### src/verilog/pcfg_pkg.sv
package pcfg_pkg;
   // register indexes on the management port
   localparam logic [4:0] ADDR_BASIC_MODE_CONTROL = 5'h00;
   localparam logic [4:0] ADDR_PHY_STATUS_SUMMARY = 5'h10;
   localparam logic [4:0] ADDR_LED_DIRECT_CONTROL = 5'h18;
   localparam logic [4:0] ADDR_PHY_CONTROL = 5'h19;
   localparam logic [4:0] ADDR_DIAG_CONTROL_ONE = 5'h1B;

   // basic_mode_control fields
   localparam int BMC_LOOPBACK = 14;
   localparam int BMC_SPEED100 = 13;
   localparam int BMC_AUTONEG_EN = 12;
   localparam int BMC_ISOLATE = 10;
   localparam int BMC_FULL_DUPLEX = 8;
   localparam logic [15:0] BMC_WRITE_MASK = 16'h7500;
   localparam logic [15:0] BMC_RESET = 16'h3000;

   // phy_status_summary fields
   localparam int PSS_LINK = 0;
   localparam int PSS_SPEED10 = 1;
   localparam int PSS_FULL_DUPLEX = 2;
   localparam int PSS_LOOPBACK = 3;

   // phy_control fields
   localparam int PHC_ADDR_LSB = 0;
   localparam int PHC_ADDR_MSB = 4;
   localparam int PHC_INDICATOR_MODE = 5;
   localparam int PHC_SELFTEST_START = 8;
   localparam int PHC_SELFTEST_PASS = 10;
   localparam int PHC_PRBS_LENGTH = 11;
   localparam logic [15:0] PHC_WRITE_MASK = 16'h093F;
   localparam logic [4:0] PHC_ADDR_DEFAULT = 5'h01;

   // led_direct_control fields
   localparam int LDC_SPEED_OVERRIDE = 4;
   localparam int LDC_LINK_OVERRIDE = 3;
   localparam int LDC_SPEED_VALUE = 1;
   localparam int LDC_LINK_VALUE = 0;
   localparam logic [15:0] LDC_WRITE_MASK = 16'h001B;

   // diag_control_one fields
   localparam int DC1_ERR_LSB = 8;
   localparam int DC1_ERR_MSB = 15;
   localparam int DC1_CONTINUOUS = 5;
   localparam logic [15:0] DC1_WRITE_MASK = 16'h0020;

   // timing counts in clock cycles, except LINK_PULSES_NEEDED, which counts link pulses, and PRBS_FILL, which counts received bits
   localparam int STRAP_SETTLE_CYCLES = 3;
   localparam int LINK_PULSES_NEEDED = 7;
   localparam int COL_DELAY_BITS = 7;
   localparam int PRBS_FILL = 15;
   localparam int SELFTEST_PKT_CYCLES = 1500;
   localparam int SELFTEST_GAP_CYCLES = 96;

   typedef struct packed {
      logic rd;
      logic wr;
      logic [4:0] addr;
      logic [15:0] wdata;
   } pcfg_mgmt_req_t;

   typedef struct packed {
      logic rx_dv;
      logic rx_er;
      logic [3:0] rxd;
   } pcfg_mii_rx_t;

   typedef struct packed {
      logic tx_en;
      logic [3:0] txd;
   } pcfg_mii_tx_t;
endpackage

### src/verilog/pcfg_prbs.sv
// one lfsr, used either free running (generator) or fed by received bits (checker)
module pcfg_prbs (
   input wire logic clk,
   input wire logic nrst,
   input wire logic ce,
   input wire logic step,
   input wire logic long_sel,
   input wire logic feed_ext,
   input wire logic ext_bit,
   output logic predict
);
   logic [14:0] sr_reg;
   logic [14:0] sr_next;
   logic fb;

   always_comb begin
      fb = long_sel ? (sr_reg[14] ^ sr_reg[13]) : (sr_reg[8] ^ sr_reg[4]);
      predict = fb;
      sr_next = {sr_reg[13:0], feed_ext ? ext_bit : fb};
   end

   // all-ones seed keeps the generator out of the stuck zero state
   always_ff @(posedge clk or negedge nrst) begin
      if (!nrst) begin
         sr_reg <= 15'h7FFF;
      end else if (ce && step) begin
         sr_reg <= sr_next;
      end
   end
endmodule

### src/verilog/pcfg_top.sv
module pcfg_top #(
   parameter int BLINK_CYCLES = 2000000
) (
   input wire logic clk,
   input wire logic nrst,
   input wire logic ce,
   input wire pcfg_pkg::pcfg_mgmt_req_t mgmt_req,
   output logic mgmt_ack,
   output logic [15:0] mgmt_rdata,
   input wire logic [4:0] address_strap,
   input wire logic indicator_mode_select,
   input wire pcfg_pkg::pcfg_mii_tx_t mii_tx,
   output pcfg_pkg::pcfg_mii_rx_t mii_rx,
   output logic mii_crs,
   output logic mii_col,
   output logic mii_clk_o,
   output logic mii_oe,
   input wire logic an_speed100,
   input wire logic an_full_duplex,
   input wire logic media_signal_detect,
   input wire logic media_link_pulse,
   input wire logic media_link_fail,
   input wire logic media_valid_packet,
   input wire pcfg_pkg::pcfg_mii_rx_t media_rx,
   output pcfg_pkg::pcfg_mii_tx_t media_tx,
   output logic media_idle,
   input wire logic link_indicator_i,
   output logic link_indicator_o,
   output logic link_indicator_oe,
   input wire logic rate_indicator_i,
   output logic rate_indicator_o,
   output logic rate_indicator_oe
);
   localparam int BW = $clog2(BLINK_CYCLES + 1);

   // pin synchronisers: stage one is read only by stage two
   logic [7:0] strap_s1_reg;
   logic [7:0] strap_s2_reg;
   pcfg_pkg::pcfg_mii_tx_t tx_s1_reg;
   pcfg_pkg::pcfg_mii_tx_t tx_s2_reg;

   always_ff @(posedge clk or negedge nrst) begin
      if (!nrst) begin
         strap_s1_reg <= 8'h00;
         strap_s2_reg <= 8'h00;
         tx_s1_reg <= '0;
         tx_s2_reg <= '0;
      end else if (ce) begin
         strap_s1_reg <= {rate_indicator_i, link_indicator_i, indicator_mode_select,
            address_strap};
         strap_s2_reg <= strap_s1_reg;
         tx_s1_reg <= mii_tx;
         tx_s2_reg <= tx_s1_reg;
      end
   end

   // strap capture a few cycles after reset release, once synchronisers hold pin levels
   logic [1:0] settle_reg;
   logic strapped_reg;
   logic strap_iso_reg;
   logic link_pol_reg;
   logic rate_pol_reg;
   logic capture;
   assign capture = ce && !strapped_reg && settle_reg == 2'(pcfg_pkg::STRAP_SETTLE_CYCLES - 1);

   always_ff @(posedge clk or negedge nrst) begin
      if (!nrst) begin
         settle_reg <= 2'h0;
         strapped_reg <= 1'b0;
         strap_iso_reg <= 1'b0;
         link_pol_reg <= 1'b0;
         rate_pol_reg <= 1'b0;
      end else if (ce && !strapped_reg) begin
         settle_reg <= settle_reg + 2'h1;
         if (capture) begin
            strapped_reg <= 1'b1;
            strap_iso_reg <= (strap_s2_reg[4:0] == 5'h00);
            link_pol_reg <= strap_s2_reg[6];
            rate_pol_reg <= strap_s2_reg[7];
         end
      end
   end

   // registers
   logic [15:0] bmc_reg;
   logic [15:0] phc_reg;
   logic [15:0] ldc_reg;
   logic [15:0] dc1_reg;
   logic wr_bmc;
   logic wr_phc;
   logic wr_ldc;
   logic wr_dc1;
   assign wr_bmc = mgmt_req.wr && mgmt_req.addr == pcfg_pkg::ADDR_BASIC_MODE_CONTROL;
   assign wr_phc = mgmt_req.wr && mgmt_req.addr == pcfg_pkg::ADDR_PHY_CONTROL;
   assign wr_ldc = mgmt_req.wr && mgmt_req.addr == pcfg_pkg::ADDR_LED_DIRECT_CONTROL;
   assign wr_dc1 = mgmt_req.wr && mgmt_req.addr == pcfg_pkg::ADDR_DIAG_CONTROL_ONE;

   always_ff @(posedge clk or negedge nrst) begin
      if (!nrst) begin
         bmc_reg <= pcfg_pkg::BMC_RESET;
         phc_reg <= {11'h000, pcfg_pkg::PHC_ADDR_DEFAULT};
         ldc_reg <= 16'h0000;
         dc1_reg <= 16'h0000;
      end else if (ce) begin
         if (capture) begin
            phc_reg[pcfg_pkg::PHC_ADDR_MSB:pcfg_pkg::PHC_ADDR_LSB] <= strap_s2_reg[4:0];
            phc_reg[pcfg_pkg::PHC_INDICATOR_MODE] <= strap_s2_reg[5];
         end else if (wr_phc) begin
            // a written zero address changes nothing but the field
            phc_reg <= mgmt_req.wdata & pcfg_pkg::PHC_WRITE_MASK;
         end
         if (wr_bmc) begin
            bmc_reg <= mgmt_req.wdata & pcfg_pkg::BMC_WRITE_MASK;
         end
         if (wr_ldc) begin
            ldc_reg <= mgmt_req.wdata & pcfg_pkg::LDC_WRITE_MASK;
         end
         if (wr_dc1) begin
            dc1_reg <= mgmt_req.wdata & pcfg_pkg::DC1_WRITE_MASK;
         end
      end
   end

   // operating mode
   logic isolate;
   logic loopback;
   logic speed100;
   logic full_duplex;
   assign isolate = strap_iso_reg || bmc_reg[pcfg_pkg::BMC_ISOLATE];
   assign loopback = bmc_reg[pcfg_pkg::BMC_LOOPBACK];
   // with autoneg left on during loopback the mode may still move
   assign speed100 = bmc_reg[pcfg_pkg::BMC_AUTONEG_EN] ? an_speed100 :
      bmc_reg[pcfg_pkg::BMC_SPEED100];
   assign full_duplex = bmc_reg[pcfg_pkg::BMC_AUTONEG_EN] ? an_full_duplex :
      bmc_reg[pcfg_pkg::BMC_FULL_DUPLEX];

   // link detection, independent of isolate
   logic [2:0] nlp_cnt_reg;
   logic link10_reg;
   logic link;
   always_ff @(posedge clk or negedge nrst) begin
      if (!nrst) begin
         nlp_cnt_reg <= 3'h0;
         link10_reg <= 1'b0;
      end else if (ce) begin
         if (media_link_fail) begin
            nlp_cnt_reg <= 3'h0;
            link10_reg <= 1'b0;
         end else if (media_valid_packet) begin
            link10_reg <= 1'b1;
         end else if (media_link_pulse) begin
            if (nlp_cnt_reg == 3'(pcfg_pkg::LINK_PULSES_NEEDED - 1)) begin
               link10_reg <= 1'b1;
            end else begin
               nlp_cnt_reg <= nlp_cnt_reg + 3'h1;
            end
         end
      end
   end
   assign link = speed100 ? media_signal_detect : link10_reg;

   // self-test
   logic st_run;
   logic st_long;
   logic [10:0] pkt_cnt_reg;
   logic st_win;
   logic gen_bit;
   logic st_rx_valid;
   logic st_rx_bit;
   logic chk_bit;
   logic [3:0] fill_reg;
   logic st_pass_reg;
   logic st_err_reg;
   logic [7:0] err_cnt_reg;
   logic miscompare;
   assign st_run = phc_reg[pcfg_pkg::PHC_SELFTEST_START];
   assign st_long = phc_reg[pcfg_pkg::PHC_PRBS_LENGTH];
   assign st_win = st_run && (dc1_reg[pcfg_pkg::DC1_CONTINUOUS] ||
      pkt_cnt_reg < 11'(pcfg_pkg::SELFTEST_PKT_CYCLES));
   assign st_rx_valid = loopback ? st_win : media_rx.rx_dv;
   assign st_rx_bit = loopback ? gen_bit : media_rx.rxd[0];
   assign miscompare = st_run && st_rx_valid &&
      fill_reg == 4'(pcfg_pkg::PRBS_FILL) && st_rx_bit != chk_bit;

   always_ff @(posedge clk or negedge nrst) begin
      if (!nrst) begin
         pkt_cnt_reg <= 11'h000;
      end else if (ce) begin
         if (!st_run || dc1_reg[pcfg_pkg::DC1_CONTINUOUS] ||
            pkt_cnt_reg == 11'(pcfg_pkg::SELFTEST_PKT_CYCLES + pcfg_pkg::SELFTEST_GAP_CYCLES - 1))
         begin
            pkt_cnt_reg <= 11'h000;
         end else begin
            pkt_cnt_reg <= pkt_cnt_reg + 11'h001;
         end
      end
   end

   pcfg_prbs u_gen (
      .clk(clk),
      .nrst(nrst),
      .ce(ce),
      .step(st_win),
      .long_sel(st_long),
      .feed_ext(1'b0),
      .ext_bit(1'b0),
      .predict(gen_bit)
   );

   pcfg_prbs u_chk (
      .clk(clk),
      .nrst(nrst),
      .ce(ce),
      .step(st_run && st_rx_valid),
      .long_sel(st_long),
      .feed_ext(1'b1),
      .ext_bit(st_rx_bit),
      .predict(chk_bit)
   );

   always_ff @(posedge clk or negedge nrst) begin
      if (!nrst) begin
         fill_reg <= 4'h0;
         st_pass_reg <= 1'b0;
         st_err_reg <= 1'b0;
         err_cnt_reg <= 8'h00;
      end else if (ce) begin
         if (wr_phc) begin
            // restart clears the latch; a miscompare in the same cycle is dropped
            fill_reg <= 4'h0;
            st_pass_reg <= 1'b0;
            st_err_reg <= 1'b0;
            err_cnt_reg <= 8'h00;
         end else if (st_run && st_rx_valid) begin
            if (fill_reg != 4'(pcfg_pkg::PRBS_FILL)) begin
               fill_reg <= fill_reg + 4'h1;
            end else if (miscompare) begin
               st_err_reg <= 1'b1;
               st_pass_reg <= 1'b0;
               if (err_cnt_reg != 8'hFF) begin
                  err_cnt_reg <= err_cnt_reg + 8'h01;
               end
            end else if (!st_err_reg) begin
               st_pass_reg <= 1'b1;
            end
         end
      end
   end

   // MII side
   logic tx_act;
   logic rx_act;
   logic [2:0] col_cnt_reg;
   logic col_raw;
   pcfg_pkg::pcfg_mii_rx_t rx_src;
   assign tx_act = tx_s2_reg.tx_en && !isolate;
   assign rx_src = loopback ? {tx_act, 1'b0, tx_s2_reg.txd} : media_rx;
   assign rx_act = rx_src.rx_dv;
   assign col_raw = !full_duplex && !loopback && tx_act && media_rx.rx_dv;

   // 10M transmit collisions are held off for seven bit times against noise
   always_ff @(posedge clk or negedge nrst) begin
      if (!nrst) begin
         col_cnt_reg <= 3'h0;
      end else if (ce) begin
         if (!col_raw) begin
            col_cnt_reg <= 3'h0;
         end else if (col_cnt_reg != 3'(pcfg_pkg::COL_DELAY_BITS)) begin
            col_cnt_reg <= col_cnt_reg + 3'h1;
         end
      end
   end

   // the clock output only shows the pin is live; it is not a true 2.5/25 MHz rate
   always_ff @(posedge clk or negedge nrst) begin
      if (!nrst) begin
         mii_rx <= '0;
         mii_crs <= 1'b0;
         mii_col <= 1'b0;
         mii_clk_o <= 1'b0;
         mii_oe <= 1'b0;
      end else if (ce) begin
         mii_rx <= rx_src;
         mii_crs <= full_duplex ? rx_act : (rx_act || tx_act);
         mii_col <= col_raw && (speed100 || col_cnt_reg == 3'(pcfg_pkg::COL_DELAY_BITS));
         mii_clk_o <= !mii_clk_o;
         mii_oe <= !isolate;
      end
   end

   // media side
   always_ff @(posedge clk or negedge nrst) begin
      if (!nrst) begin
         media_tx <= '0;
         media_idle <= 1'b1;
      end else if (ce) begin
         if (loopback) begin
            media_tx <= '0;
            media_idle <= 1'b1;
         end else if (st_run) begin
            media_tx <= {st_win, 3'h0, gen_bit};
            media_idle <= !st_win;
         end else begin
            media_tx <= tx_act ? tx_s2_reg : '0;
            media_idle <= !tx_act;
         end
      end
   end

   // indicators
   logic [BW-1:0] blink_cnt_reg;
   logic blink_reg;
   logic link_on;
   logic link_val;
   logic rate_val;
   always_ff @(posedge clk or negedge nrst) begin
      if (!nrst) begin
         blink_cnt_reg <= '0;
         blink_reg <= 1'b0;
      end else if (ce) begin
         if (blink_cnt_reg == BW'(BLINK_CYCLES - 1)) begin
            blink_cnt_reg <= '0;
            blink_reg <= !blink_reg;
         end else begin
            blink_cnt_reg <= blink_cnt_reg + 1'b1;
         end
      end
   end

   always_comb begin
      link_on = phc_reg[pcfg_pkg::PHC_INDICATOR_MODE] ? link :
         (link && !((tx_act || rx_act) && blink_reg));
      link_val = ldc_reg[pcfg_pkg::LDC_LINK_OVERRIDE] ?
         ldc_reg[pcfg_pkg::LDC_LINK_VALUE] : link_on;
      rate_val = ldc_reg[pcfg_pkg::LDC_SPEED_OVERRIDE] ?
         ldc_reg[pcfg_pkg::LDC_SPEED_VALUE] : speed100;
   end

   // pins stay undriven until straps are taken so the strap level is not fought
   always_ff @(posedge clk or negedge nrst) begin
      if (!nrst) begin
         link_indicator_o <= 1'b0;
         link_indicator_oe <= 1'b0;
         rate_indicator_o <= 1'b0;
         rate_indicator_oe <= 1'b0;
      end else if (ce) begin
         link_indicator_o <= link_val ^ link_pol_reg;
         rate_indicator_o <= rate_val ^ rate_pol_reg;
         link_indicator_oe <= strapped_reg;
         rate_indicator_oe <= strapped_reg;
      end
   end

   // management answers, isolated or not
   always_ff @(posedge clk or negedge nrst) begin
      if (!nrst) begin
         mgmt_ack <= 1'b0;
         mgmt_rdata <= 16'h0000;
      end else if (ce) begin
         mgmt_ack <= mgmt_req.rd || mgmt_req.wr;
         if (!mgmt_req.rd) begin
            mgmt_rdata <= 16'h0000;
         end else if (mgmt_req.addr == pcfg_pkg::ADDR_BASIC_MODE_CONTROL) begin
            mgmt_rdata <= bmc_reg;
         end else if (mgmt_req.addr == pcfg_pkg::ADDR_PHY_STATUS_SUMMARY) begin
            mgmt_rdata <= {12'h000, loopback, full_duplex, !speed100, link};
         end else if (mgmt_req.addr == pcfg_pkg::ADDR_LED_DIRECT_CONTROL) begin
            mgmt_rdata <= ldc_reg;
         end else if (mgmt_req.addr == pcfg_pkg::ADDR_PHY_CONTROL) begin
            mgmt_rdata <= {phc_reg[15:11], st_pass_reg, phc_reg[9:0]};
         end else if (mgmt_req.addr == pcfg_pkg::ADDR_DIAG_CONTROL_ONE) begin
            mgmt_rdata <= {err_cnt_reg, dc1_reg[7:0]};
         end else begin
            mgmt_rdata <= 16'h0000;
         end
      end
   end
endmodule

### config.mk
export PLATFORM = sky130hd
export DESIGN_NAME = pcfg_top
export DESIGN_NICKNAME = d
export VERILOG_FILES = /design/src/verilog/pcfg_pkg.sv /design/src/verilog/pcfg_prbs.sv /design/src/verilog/pcfg_top.sv
export SDC_FILE = /design/constraint.sdc
export NUM_CORES = 1
export LEC_CHECK = 0
export BUFFER_PORTS_ARGS = -buffer_cell sky130_fd_sc_hd__buf_2
export CAP_MARGIN = 15
export CORE_MARGIN = 2
export CORE_UTILIZATION = 55
export DETAILED_ROUTE_END_ITERATION = 16
export PLACE_DENSITY = 0.72
export SLEW_MARGIN = 40
export SYNTH_ARGS = -nofsm -noshare
export SYNTH_HDL_FRONTEND = slang
export SYNTH_SLANG_ARGS = --single-unit
### constraint.sdc
create_clock -name clk -period 2.4 [get_ports clk]
set_clock_uncertainty 0.2 [all_clocks]
set_input_delay 0.12 -clock clk [delete_from_list [all_inputs] [get_ports clk]]
set_output_delay 0.12 -clock clk [all_outputs]
set_load 0.02 [all_outputs]
**Word level (Yosys, flattened, before mapping)**

Cells that the tools add are included.

- Add/sub/neg operators: 7
- Order comparisons: 1
- Eq/ne operators: 19
- Multiplexer cells: 54
- Bitwise gates (word level): 7
- Reduce and logical (&&, ||, !) cells: 61

Operator list:

| kind | number |
|---|---|
| $mux 16 | 6 |
| $mux 8 | 5 |
| $mux 1 | 26 |
| $add 21x1->21 const B | 1 |
| $eq 21x21->1 const B | 1 |
| $mux 21 | 1 |
| $eq 5x5->1 const B | 4 |
| $logic_and 1x1->1 | 19 |
| $mux 3 | 6 |
| $mux 6 | 3 |
| $mux 5 | 3 |
| $reduce_and 2->1 | 7 |
| $mux 4 | 3 |
| $reduce_and 4->1 | 3 |
| $reduce_bool 2->1 | 6 |
| $add 11x1->11 const B | 1 |
| $eq 11x11->1 const B | 1 |
| $logic_not 1->1 | 11 |
| $lt 11x11->1 const B | 1 |
| $mux 11 | 1 |
| $logic_not 5->1 | 2 |
| $reduce_and 3->1 | 3 |
| $add 8x1->8 const B | 1 |
| $ne 8x8->1 const B | 1 |
| 17 further kinds | 33 |

- Register bits: 170
- Bits of input ports: 51
- Output and inout bits: 37
- Word-level logic and storage cells: 192

**Logic depth before layout (Yosys ltp)**

Gate-level depths: netlist of the first run.

- Word-level depth: 11
- Gate-level depth with buffers: 8
- Depth with buffers taken out: 6

**Modules after synthesis**

Synthesis of the first run repeated with hierarchy kept, for this count alone.

- Cell total of the unflattened synthesis: 675
- Area, all modules: 7822.5 um^2

By module, submodules not included:

| module | instances | cells each | area an instance (um^2) | sequential area each (um^2) |
|---|---|---|---|---|
| pcfg_top | 1 | 599 | 6476.2 | 3458.3 |
| pcfg_prbs | 2 | 38 | 673.1 | 394.1 |

**Worst setup path before layout of the first run**

OpenSTA, ideal clock, no wires.

- Path type: register to register
- From: register blink_cnt_reg[13]
- To: register blink_reg
- Setup time: 0.075 ns
- Arrival time: 1.858 ns
- Data required time: 2.125 ns
- Path slack: 0.267 ns
- Stages on the path, launching flop included: 7
- Buffers on the path: 1
- Clock period less this slack: 2.133 ns
- Cells stage by stage: dfrtp_1 > or4b_1 > or4_1 > nor3_2 > and2_4 > buf_8 > xor2_2

- Longest elaborated chain between the ends: 2

RTL lines:

| what | RTL line | text |
|---|---|---|
| start, declared | pcfg_top.sv:311 | `logic [BW-1:0] blink_cnt_reg;` |
| start signal, assigned | pcfg_top.sv:325 | `blink_cnt_reg <= blink_cnt_reg + 1'b1;` |
| $eq 21x21->1 | pcfg_top.sv:321 | `if (blink_cnt_reg == BW'(BLINK_CYCLES - 1)) begin` |
| $reduce_and 2->1 (no source line) | n/a |  |
| end signal, assigned | pcfg_top.sv:323 | `blink_reg <= !blink_reg;` |
| end, declared | pcfg_top.sv:312 | `logic blink_reg;` |

Every way passes these cells.
A chain may end at the register's enable or synchronous reset.

**Final worst setup path of the first run**

- From: register u_gen.sr_reg[4]
- To: register err_cnt_reg[7]

- Longest elaborated chain between the ends: 7

RTL lines:

| what | RTL line | text |
|---|---|---|
| start, declared | pcfg_prbs.sv:12 | `logic [14:0] sr_reg;` |
| start signal, assigned | pcfg_prbs.sv:27 | `sr_reg <= sr_next;` |
| $xor 1x1->1 | pcfg_prbs.sv:17 | `fb = long_sel ? (sr_reg[14] ^ sr_reg[13]) : (sr_reg[8] ^ sr_reg[4]);` |
| $mux 1 | pcfg_prbs.sv:17 |  |
| $mux 1 | pcfg_top.sv:181 | `assign st_rx_bit = loopback ? gen_bit : media_rx.rxd[0];` |
| $ne 1x1->1 | pcfg_top.sv:183 | `fill_reg == 4'(pcfg_pkg::PRBS_FILL) && st_rx_bit != chk_bit;` |
| $logic_and 1x1->1 | pcfg_top.sv:183 |  |
| $reduce_bool 2->1 (no source line) | n/a |  |
| $reduce_and 5->1 (no source line) | n/a |  |
| end signal, assigned | pcfg_top.sv:241 | `err_cnt_reg <= err_cnt_reg + 8'h01;` |
| end, declared | pcfg_top.sv:174 | `logic [7:0] err_cnt_reg;` |

Every way passes these cells.

==> results_dict.tcl, run 1 <==
set metrics [dict create \
    setup_violations 0 \
    vdd_drop_max_mv 0.748 \
    core.rowCount 43 \
    max_slew_margin_pct 56.3 \
    cts_made_buffers 17 \
    slew_viol_final 0 \
    finalNetCount 898 \
    stdcell_count 1032 \
    crit_arrival_ps 2360 \
    worstMarginPinSlew_ps 656 \
    ys_async_sr_fraction_pct 100 \
    avgSynthCellArea_um2 11.1 \
    final_antenna_net_count 0 \
    clkTransAtPathRegs_ps 70 \
    r2r-start "u_gen.sr_reg[4]" \
    r2r_slack_ps 120 \
    rsz0062_at_grt "no" \
    fin_area_um2 9560 \
    p_per_area_nw_per_um2 807 \
    layout_commonest_cell "dfrtp_1" \
    worstHoldPathCells 4 \
    vias 6002 \
    gr-max-usage-layer "met2" \
    grt_pass1_vias 6126 \
    start_util_pct 56.0 \
    max-clock-path-buffers 2 \
    grt_max_degree 70 \
    core_region_area_um2 13800 \
    port-buffer-count 81 \
    yosysUniqueCellTypes 67 \
    cts_tree "done" \
    avgViaCountPerCell 5.82 \
    root_buffer "clkbuf_16" \
    layout_common_cells "dfrtp_1 (133), nand2_1 (97), buf_2 (79)" \
    cp.depth 5 \
    critPathLaunchType "flop" \
    ys.flop_type "dfrtp_1" \
    crit_type "flop to flop" \
    cellLeakagePower_nw 4.37 \
    clk_latency_ps 420 \
    wl_mm 18.4 \
    dr.pass1.iters 7 \
    grt_pass1_wl_mm 30.6 \
    die_area_um2 15000 \
    path_cells "xnor2_1, o221ai_1, xnor2_2, o41ai_1, a2bb2oi_1" \
    area_delta_synth_final_pct 23.9 \
    drv_cap 0 \
    cp-end-kind "flop" \
    fmax_mhz 439 \
    grt.overflow.total 0 \
    hold_path_class "input pin to flop" \
    grtUsageMet1_pct 36.0 \
    gp_congestion 0.898 \
    place_inst 957 \
    htreeDepth 4 \
    met2_usage_pct 42.9 \
    reg2reg_depth 5 \
    synth_edf_count 0 \
    synth_area_leaders "dfrtp_1 (43%), dfstp_2 (12%), mux2_2 (8.5%)" \
    antenna_found_initial 1 \
    critPathRequiredTime_ps 2480 \
    grt_usage_pct 26.5 \
    place_area_um2 8450 \
    synth-seq-area-share_pct 55.0 \
    use_met3_pct 5.44 \
    drc 0 \
    cts_setup_buffers 0 \
    worstReg2RegEnd "err_cnt_reg[7]" \
    slowest_delay_ps 550 \
    pin_count 88 \
    post-route-period-util_pct 94.9 \
    synth.largest_area_cell "dfrtp_1" \
    finalPower_w 0.00772 \
    synth.top_cell.area_share_pct 43.5 \
    hold_viol 0 \
    endpoint "err_cnt_reg[7]" \
    ys_warn_count 0 \
    critical-path-top-delay-family "compound AO/OA/AOI/OAI gates" \
    status "complete, no violations" \
    syn_area_um2 7720 \
    cp_num_buf_inv 0 \
    ys_ff_latch 168 \
    final_layout_size_suffix_gt1_share_pct 29.5 \
    fin_setup_tns_ps 0 \
    dp_hpwl_mm 12.7 \
    cp_max_fo 9 \
    initialDrtViolationCount 454 \
    critPathSlowestCell "dfstp_2" \
    critPathLaunch "u_gen.sr_reg[4]" \
    dieHeight_um 122 \
    chipWidth_um 122 \
    period_needed_ps 2280 \
    hp-start "an_full_duplex" \
    wire_per_inst_um 17.8 \
    largest_reg_flops 21 \
    clock_sinks 168 \
    syn_inst 697 \
]
## worst min path at each step
stage	to
floorplan	blink_cnt_reg[0]
global placement	blink_cnt_reg[17]
detailed placement	blink_cnt_reg[18]
CTS	mii_crs
global route	mgmt_rdata[4]
finish	mii_crs
## layout make-up
| type | count | area [µm²] |
|---|---|---|
| Timing Repair Buffer | 152 | 1080 |
| Tap cell | 180 | 225 |
| Antenna cell | 1 | 2.50 |
| Clock buffer | 18 | 439 |
| Fill cell | 1007 | 4210 |
| Inverter | 16 | 60.1 |
| Multi-Input combinational cell | 483 | 3290 |
| Sequential cell | 168 | 4250 |
| Clock inverter | 14 | 220 |
## report_power, final
| part | total (W) | leakage, nW | internal (W) | switching (W) |
|---|---|---|---|---|
| Sequential | 0.00351 | 2.05 | 0.00321 | 0.000303 |
| Combinational | 0.00118 | 2.01 | 0.000549 | 0.000629 |
| Clock | 0.00303 | 0.309 | 0.00188 | 0.00115 |
| Total | 0.00772 | 4.37 | 0.00564 | 0.00208 |
## cell families after synthesis
kind of cell | Yosys count | synth area share (%)
AOI/OAI and AO/OA | 105 | 10.0
xor gates and xnor gates | 34 | 3.96
adders and majority gates | 9 | 1.46
buffers and inverters | 47 | 2.69
DFF | 168 | 55.0
muxes | 72 | 10.3
other | 1 | 0.0486
and+or+nand+nor | 261 | 16.5
## layer usage
metal,vias to the layer above,part of all wire (%)
met3,25,5.0
met1,3041,44
met4,0,1.6
met2,165,50
li1,2771,-
met5,-,0
## metrics by stage
step,util [%],setup WS [ps],hold WS (ps)
finish,69.4,122,7.81
global route,69.4,6.50,51.6
CTS,69.3,47.8,2.68
detailed placement,61.4,8.12,-24.9
global placement,61.4,120,-35.4
floorplan,-,267,-376
## cell usage after synthesis (3+ instances only)
cell,count
and3_1,11
a31oi_1,9
o31ai_1,8
nand4_1,10
a32o_1,4
buf_1,6
o2bb2ai_1,16
inv_1,16
a22o_1,4
and2_1,5
mux2_2,58
or2_2,3
mux2i_1,14
o21ai_0,13
nand3_1,32
clkbuf_1,14
xnor2_1,18
xor2_1,15
a211oi_1,3
ha_1,9
nor2b_1,6
buf_2,7
dfstp_2,34
nand2_1,97
buf_4,3
nor2_1,45
nand2b_1,11
nor4_1,10
a31o_2,4
dfrtp_1,134
a22oi_1,3
o221ai_1,3
or3_1,3
or4_1,3
nor3_1,9
a21oi_1,16
## tightest hold or removal path: stages
cell	delay (ps)
buf_2	100
mux2i_1	110
o21ai_0	180
a31oi_1	80
## timing repair
action | 4_1_cts | 5_1_grt
endpoints found under the setup margin | 3 | 6
hold buffers | 42 | 0
cloned | 0 | 0
pin swaps | 0 | 0
gates resized for setup | 1 | 4
hold endpoints to repair | 168 | 0
Note: power is estimated with default switching activity, not from simulation.
==> run 2, diff against run 1 <==
- CORE_UTILIZATION: 55 -> 40
- PLACE_DENSITY: 0.72 -> 0.54
==> run 2 against run 1 <==
  * Non-clock buffer count increased by 5
  * Core utilization down 18 points
  * Worst setup slack improved by 14 ps
  * Maximum frequency rose by 0.64%
  * Count of clock-buffer cells in the layout is the same
  * Total power fell by 4.5%
  * Clock power decreased by 11%
  * Sequential power hardly changed
  * Sequential share of layout area decreased by 0.20 points
  * Via count shrank 3.2%
  * First-iteration DRC count fell by 46%
==> results_dict.tcl, run 2 (synthesis results as in run 1) <==
set metrics [dict create \
    num_antenna_cells 0 \
    finalPower_w 0.00737 \
    switching_share_pct 28.9 \
    core.rowCount 50 \
    drv_cap 0 \
    critPathLaunch "pkt_cnt_reg[2]" \
    die_area_um2 20400 \
    area_delta_synth_final_pct 24.4 \
    critPathRequiredTime_ps 2560 \
    setup_violations 0 \
    r2r-start "pkt_cnt_reg[2]" \
    port-buffer-count 81 \
    largest_reg_flops 21 \
    start_util_pct 41.0 \
    crit_type "flop to flop" \
    grt_pass1_wl_mm 29.9 \
    initialDrtViolationCount 246 \
    cellLeakagePower_nw 4.34 \
    clock_sinks 168 \
    pin_count 88 \
    cts_setup_buffers 0 \
    antenna_found_initial 0 \
    power_frac_clock_pct 36.6 \
    seq_area_um2 4250 \
    max-clock-path-buffers 2 \
    critPathSlowestCell "a2111oi_0" \
    clkTransAtPathRegs_ps 70 \
    dp_hpwl_mm 13.0 \
    reg2reg_depth 7 \
    hold_viol 0 \
    wl_mm 18.2 \
    dieHeight_um 143 \
    critical-path-top-delay-family "compound AO/OA/AOI/OAI gates" \
    wire_per_inst_um 16.3 \
    crit_arrival_ps 2430 \
    fin_setup_tns_ps 0 \
    chipWidth_um 143 \
    final_core_util_pct 51.0 \
    slowest_delay_ps 540 \
    path_cells "a311oi_1, buf_4, nor4_1, buf_4, a2111oi_0, nor2b_1, a31o_2" \
    multiInputGateArea_um2 3270 \
    core_region_area_um2 18800 \
    cts_tree "done" \
    p_per_area_nw_per_um2 768 \
    vias 5809 \
    gp_congestion 0.816 \
    dr.pass1.iters 5 \
    htreeDepth 4 \
    cp_num_buf_inv 2 \
    layout_commonest_cell "dfrtp_1" \
    post-route-period-util_pct 94.3 \
    clk_latency_ps 430 \
    p_int_w 0.00525 \
    drc 0 \
    cts_made_buffers 17 \
    vdd_drop_max_mv 0.498 \
    final_antenna_net_count 0 \
    worstMarginPinSlew_ps 565 \
    grt_usage_pct 18.8 \
    root_buffer "clkbuf_16" \
    max_slew_margin_pct 61.4 \
    grt_pass1_vias 5791 \
    fmax_mhz 442 \
    rsz0062_at_grt "no" \
    cp_common_cell "buf_4" \
    status "complete, no violations" \
    grt.overflow.total 0 \
    fill_cells 1717 \
    hold_path_class "input pin to asynchronous set/reset pin" \
    p_comb_share_pct 16.0 \
    switching_power_w 0.00213 \
    finalNetCount 903 \
    cp-end-kind "flop" \
    grt_max_degree 60 \
    final_layout_size_suffix_gt1_share_pct 29.3 \
    cp_max_fo 6 \
    slew_viol_final 0 \
    avgViaCountPerCell 5.21 \
    seqPwrFrac_pct 47.4 \
    critPathLaunchType "flop" \
    period_needed_ps 2260 \
    cp.depth 7 \
    layout_common_cells "dfrtp_1 (134), nand2_1 (97), buf_2 (79)" \
]
-- run 2: stage by stage --
step / hold slack [ps] / worst slack [ps] / area [µm²] / instances
after detailed placement: -69.5 / 131 / 8580 / 1040
after global routing: 62.2 / 5.11 / 9600 / 1116
after floorplan: -376 / 267 / 7720 / 698
after CTS: 8.45 / 43.5 / 9590 / 1116
final: 8.16 / 136 / 9600 / 1116
after global placement: -74.0 / 150 / 8580 / 1040
-- run 2: layout make-up --
cell class / instances / share of cell area (%)
Clock buffer: 18 / 4.58
Clock inverter: 14 / 1.43
Inverter: 16 / 0.626
Multi-Input combinational cell: 483 / 34.1
Sequential cell: 168 / 44.2
Tap cell: 260 / 3.39
Timing Repair Buffer: 157 / 11.7
-- run 2: what timing repair did --
action / CTS / global route
hold buffers: 44 / 0
setup endpoints to repair: 0 / 3
gates resized for setup: 0 / 1
endpoints found under the hold margin: 214 / 0
-- run 2: routing by layer --
layer  vias up  track usage, %  part of all wire (%)
li1       2777               -                     -
met1      2908            26.3                    48
met2       115            30.4                    47
met3         9            3.19                   4.2
met4         0            5.16                  0.83
met5         -               0                     0
-- run 2: worst paths after layout --
| path | end | slack [ps] |
|---|---|---|
| min in group clk | mgmt_rdata[2] | 20 |
| setup reg to reg | fill_reg[0] | 140 |
| hold / removal | blink_cnt_reg[2] | 8 |
| setup / recovery | fill_reg[0] | 140 |
| hold reg to reg | u_chk.sr_reg[4] | 250 |
| max in group asynchronous | u_gen.sr_reg[1] | 1250 |
-- run 2: power by group through the flow --
stage	registers (W)	logic [W]	clock network (W)
4_1_cts	0.00350	0.00120	0.00276
2_1_floorplan	0.00355	0.000651	0
5_1_grt	0.00354	0.00132	0.00289
6_report	0.00350	0.00118	0.00270
3_5_place_dp	0.00354	0.00113	0
3_3_place_gp	0.00353	0.00110	0
==> run 3, diff against run 2 <==
- CORE_ASPECT_RATIO: not set -> 0.7
==> run 3 against run 2 <==
  * Sequential cell count stayed put
  * Clock power is essentially flat
  * Count of clock-buffer cells in the layout did not move
  * Via count up 3.2%
  * Die area about the same
  * Global-route usage is 1.7 points higher
  * Non-clock buffer count increased by 5
  * Sequential power hardly changed
  * Critical path type is now input pin to flop
==> results_dict.tcl, run 3 (synthesis results as in run 1) <==
set metrics [dict create \
    layout_commonest_cell "dfrtp_1" \
    pin_count 88 \
    root_buffer "clkbuf_16" \
    initialDrtViolationCount 462 \
    wire_per_inst_um 17.7 \
    start_util_pct 40.8 \
    fill_cells 1700 \
    avgViaCountPerCell 5.43 \
    layout_common_cells "dfrtp_1 (134), nand2_1 (97), buf_2 (79)" \
    place_inst 1026 \
    clkTransAtPathRegs_ps 70 \
    grt.overflow.total 0 \
    drv_cap 0 \
    largest_reg_flops 21 \
    htreeDepth 4 \
    cts_made_buffers 17 \
    switching_share_pct 30.2 \
    dp_hpwl_mm 14.1 \
    rsz0062_at_grt "no" \
    hold_viol 0 \
    status "complete, no violations" \
    cts_tree "done" \
    period_needed_ps 2300 \
    post-route-period-util_pct 96.0 \
    slew_viol_final 0 \
    gp_congestion 0.848 \
    critPathRequiredTime_ps 2510 \
    antenna_found_initial 2 \
    area_delta_synth_final_pct 25.1 \
    clock_sinks 168 \
    cp_max_fo 18 \
    crit_arrival_ps 2410 \
    stdcell_count 1105 \
    core_region_area_um2 18900 \
    dieHeight_um 120 \
    seqPwrFrac_pct 47.0 \
    setup_violations 0 \
    p_comb_share_pct 16.6 \
    grt_pass1_vias 5967 \
    hold_path_class "input pin to asynchronous set/reset pin" \
    p_int_w 0.00520 \
    die_area_um2 20400 \
    vdd_drop_max_mv 0.369 \
    cts_setup_buffers 0 \
    cellLeakagePower_nw 4.37 \
    cp-end-kind "flop" \
    final_layout_size_suffix_gt1_share_pct 30.1 \
    fmax_mhz 434 \
    grt_usage_pct 20.5 \
    power_frac_clock_pct 36.4 \
    vias 5996 \
    max_slew_margin_pct 54.1 \
    grt_pass1_wl_mm 32.3 \
    port-buffer-count 81 \
    finalNetCount 908 \
    grt_max_degree 54 \
    crit_type "input pin to flop" \
    final_antenna_net_count 0 \
    fin_setup_tns_ps 0 \
    critPathLaunchType "input pin" \
    chipWidth_um 170 \
    wl_mm 19.5 \
    dr.pass1.iters 5 \
    max-clock-path-buffers 2 \
    drc 0 \
    r2r_slack_ps 140 \
    switching_power_w 0.00225 \
    p_per_area_nw_per_um2 772 \
    core.rowCount 42 \
    worstMarginPinSlew_ps 688 \
    clk_latency_ps 430 \
]
==> run 3: path summary, 6_finish.rpt <==
| path | start | to | depth (start not counted) |
|---|---|---|---|
| max in group asynchronous | nrst | u_gen.sr_reg[2] | 3 |
| min in group clk | mgmt_req[16] | mgmt_rdata[2] | 5 |
| worst min-delay path | nrst | pkt_cnt_reg[1] | 2 |
| worst max-delay path | ce | nlp_cnt_reg[2] | 8 |
| worst max register to register | blink_cnt_reg[13] | blink_reg | 5 |
| worst min register to register | u_chk.sr_reg[10] | u_chk.sr_reg[11] | 2 |
==> run 3: power groups by stage <==
| stage | Clock, W | Combinational [W] | Sequential, W |
|---|---|---|---|
| 6_report | 0.00271 | 0.00123 | 0.00350 |
| 5_1_grt | 0.00294 | 0.00136 | 0.00356 |
| 2_1_floorplan | 0 | 0.000651 | 0.00355 |
| 3_5_place_dp | 0 | 0.00118 | 0.00354 |
| 4_1_cts | 0.00278 | 0.00124 | 0.00350 |
| 3_3_place_gp | 0 | 0.00115 | 0.00353 |
==> run 3: cell type report <==
class                           count  area (µm²)  area share (%)
Antenna cell                        2        5.00          0.0519
Clock buffer                       18         439            4.55
Clock inverter                     14         154            1.59
Inverter                           16        60.1           0.622
Multi-Input combinational cell    483        3290            34.1
Sequential cell                   168        4250            44.0
Tap cell                          242         303            3.14
Timing Repair Buffer              162        1150            11.9
==> run 3: worst max-delay path, stage by stage <==
cell and delay [ps]:
dlygate4sd3_1 530, buf_4 180, buf_4 180, inv_1 510, nor2_1 100, mux2i_1 140, o2bb2ai_1 80, dlygate4sd3_1 550
==> run 3: metal layers <==
metal	part of all wire, %	vias to the layer above	global-route usage, %
met5	0	-	0
met1	51	3021	31.5
met2	43	164	29.3
met4	0.97	0	5.77
met3	4.9	12	3.90
li1	-	2799	-
==> run 3: timing repair <==
item                                    in CTS  in global routing
resized for setup                            0                  6
endpoints found under the hold margin      195                  0
endpoints found under the setup margin       0                  5
hold buffers                                45                  0
==> run 3: metrics by stage <==
stage / cell area [µm²] / worst slack, ps / utilization, % / hold WS [ps] / power, W
after detailed placement: 8570 / 109 / 45.3 / -87.3 / 0.00473
after global placement: 8570 / 103 / 45.3 / -93.3 / 0.00468
after CTS: 9620 / 77.6 / 50.8 / 21.5 / 0.00752
after global routing: 9650 / 21.1 / 51.0 / 44.7 / 0.00786
final: 9650 / 96.4 / 51.0 / 8.17 / 0.00745
after floorplan: 7720 / 267 / - / -376 / 0.00420
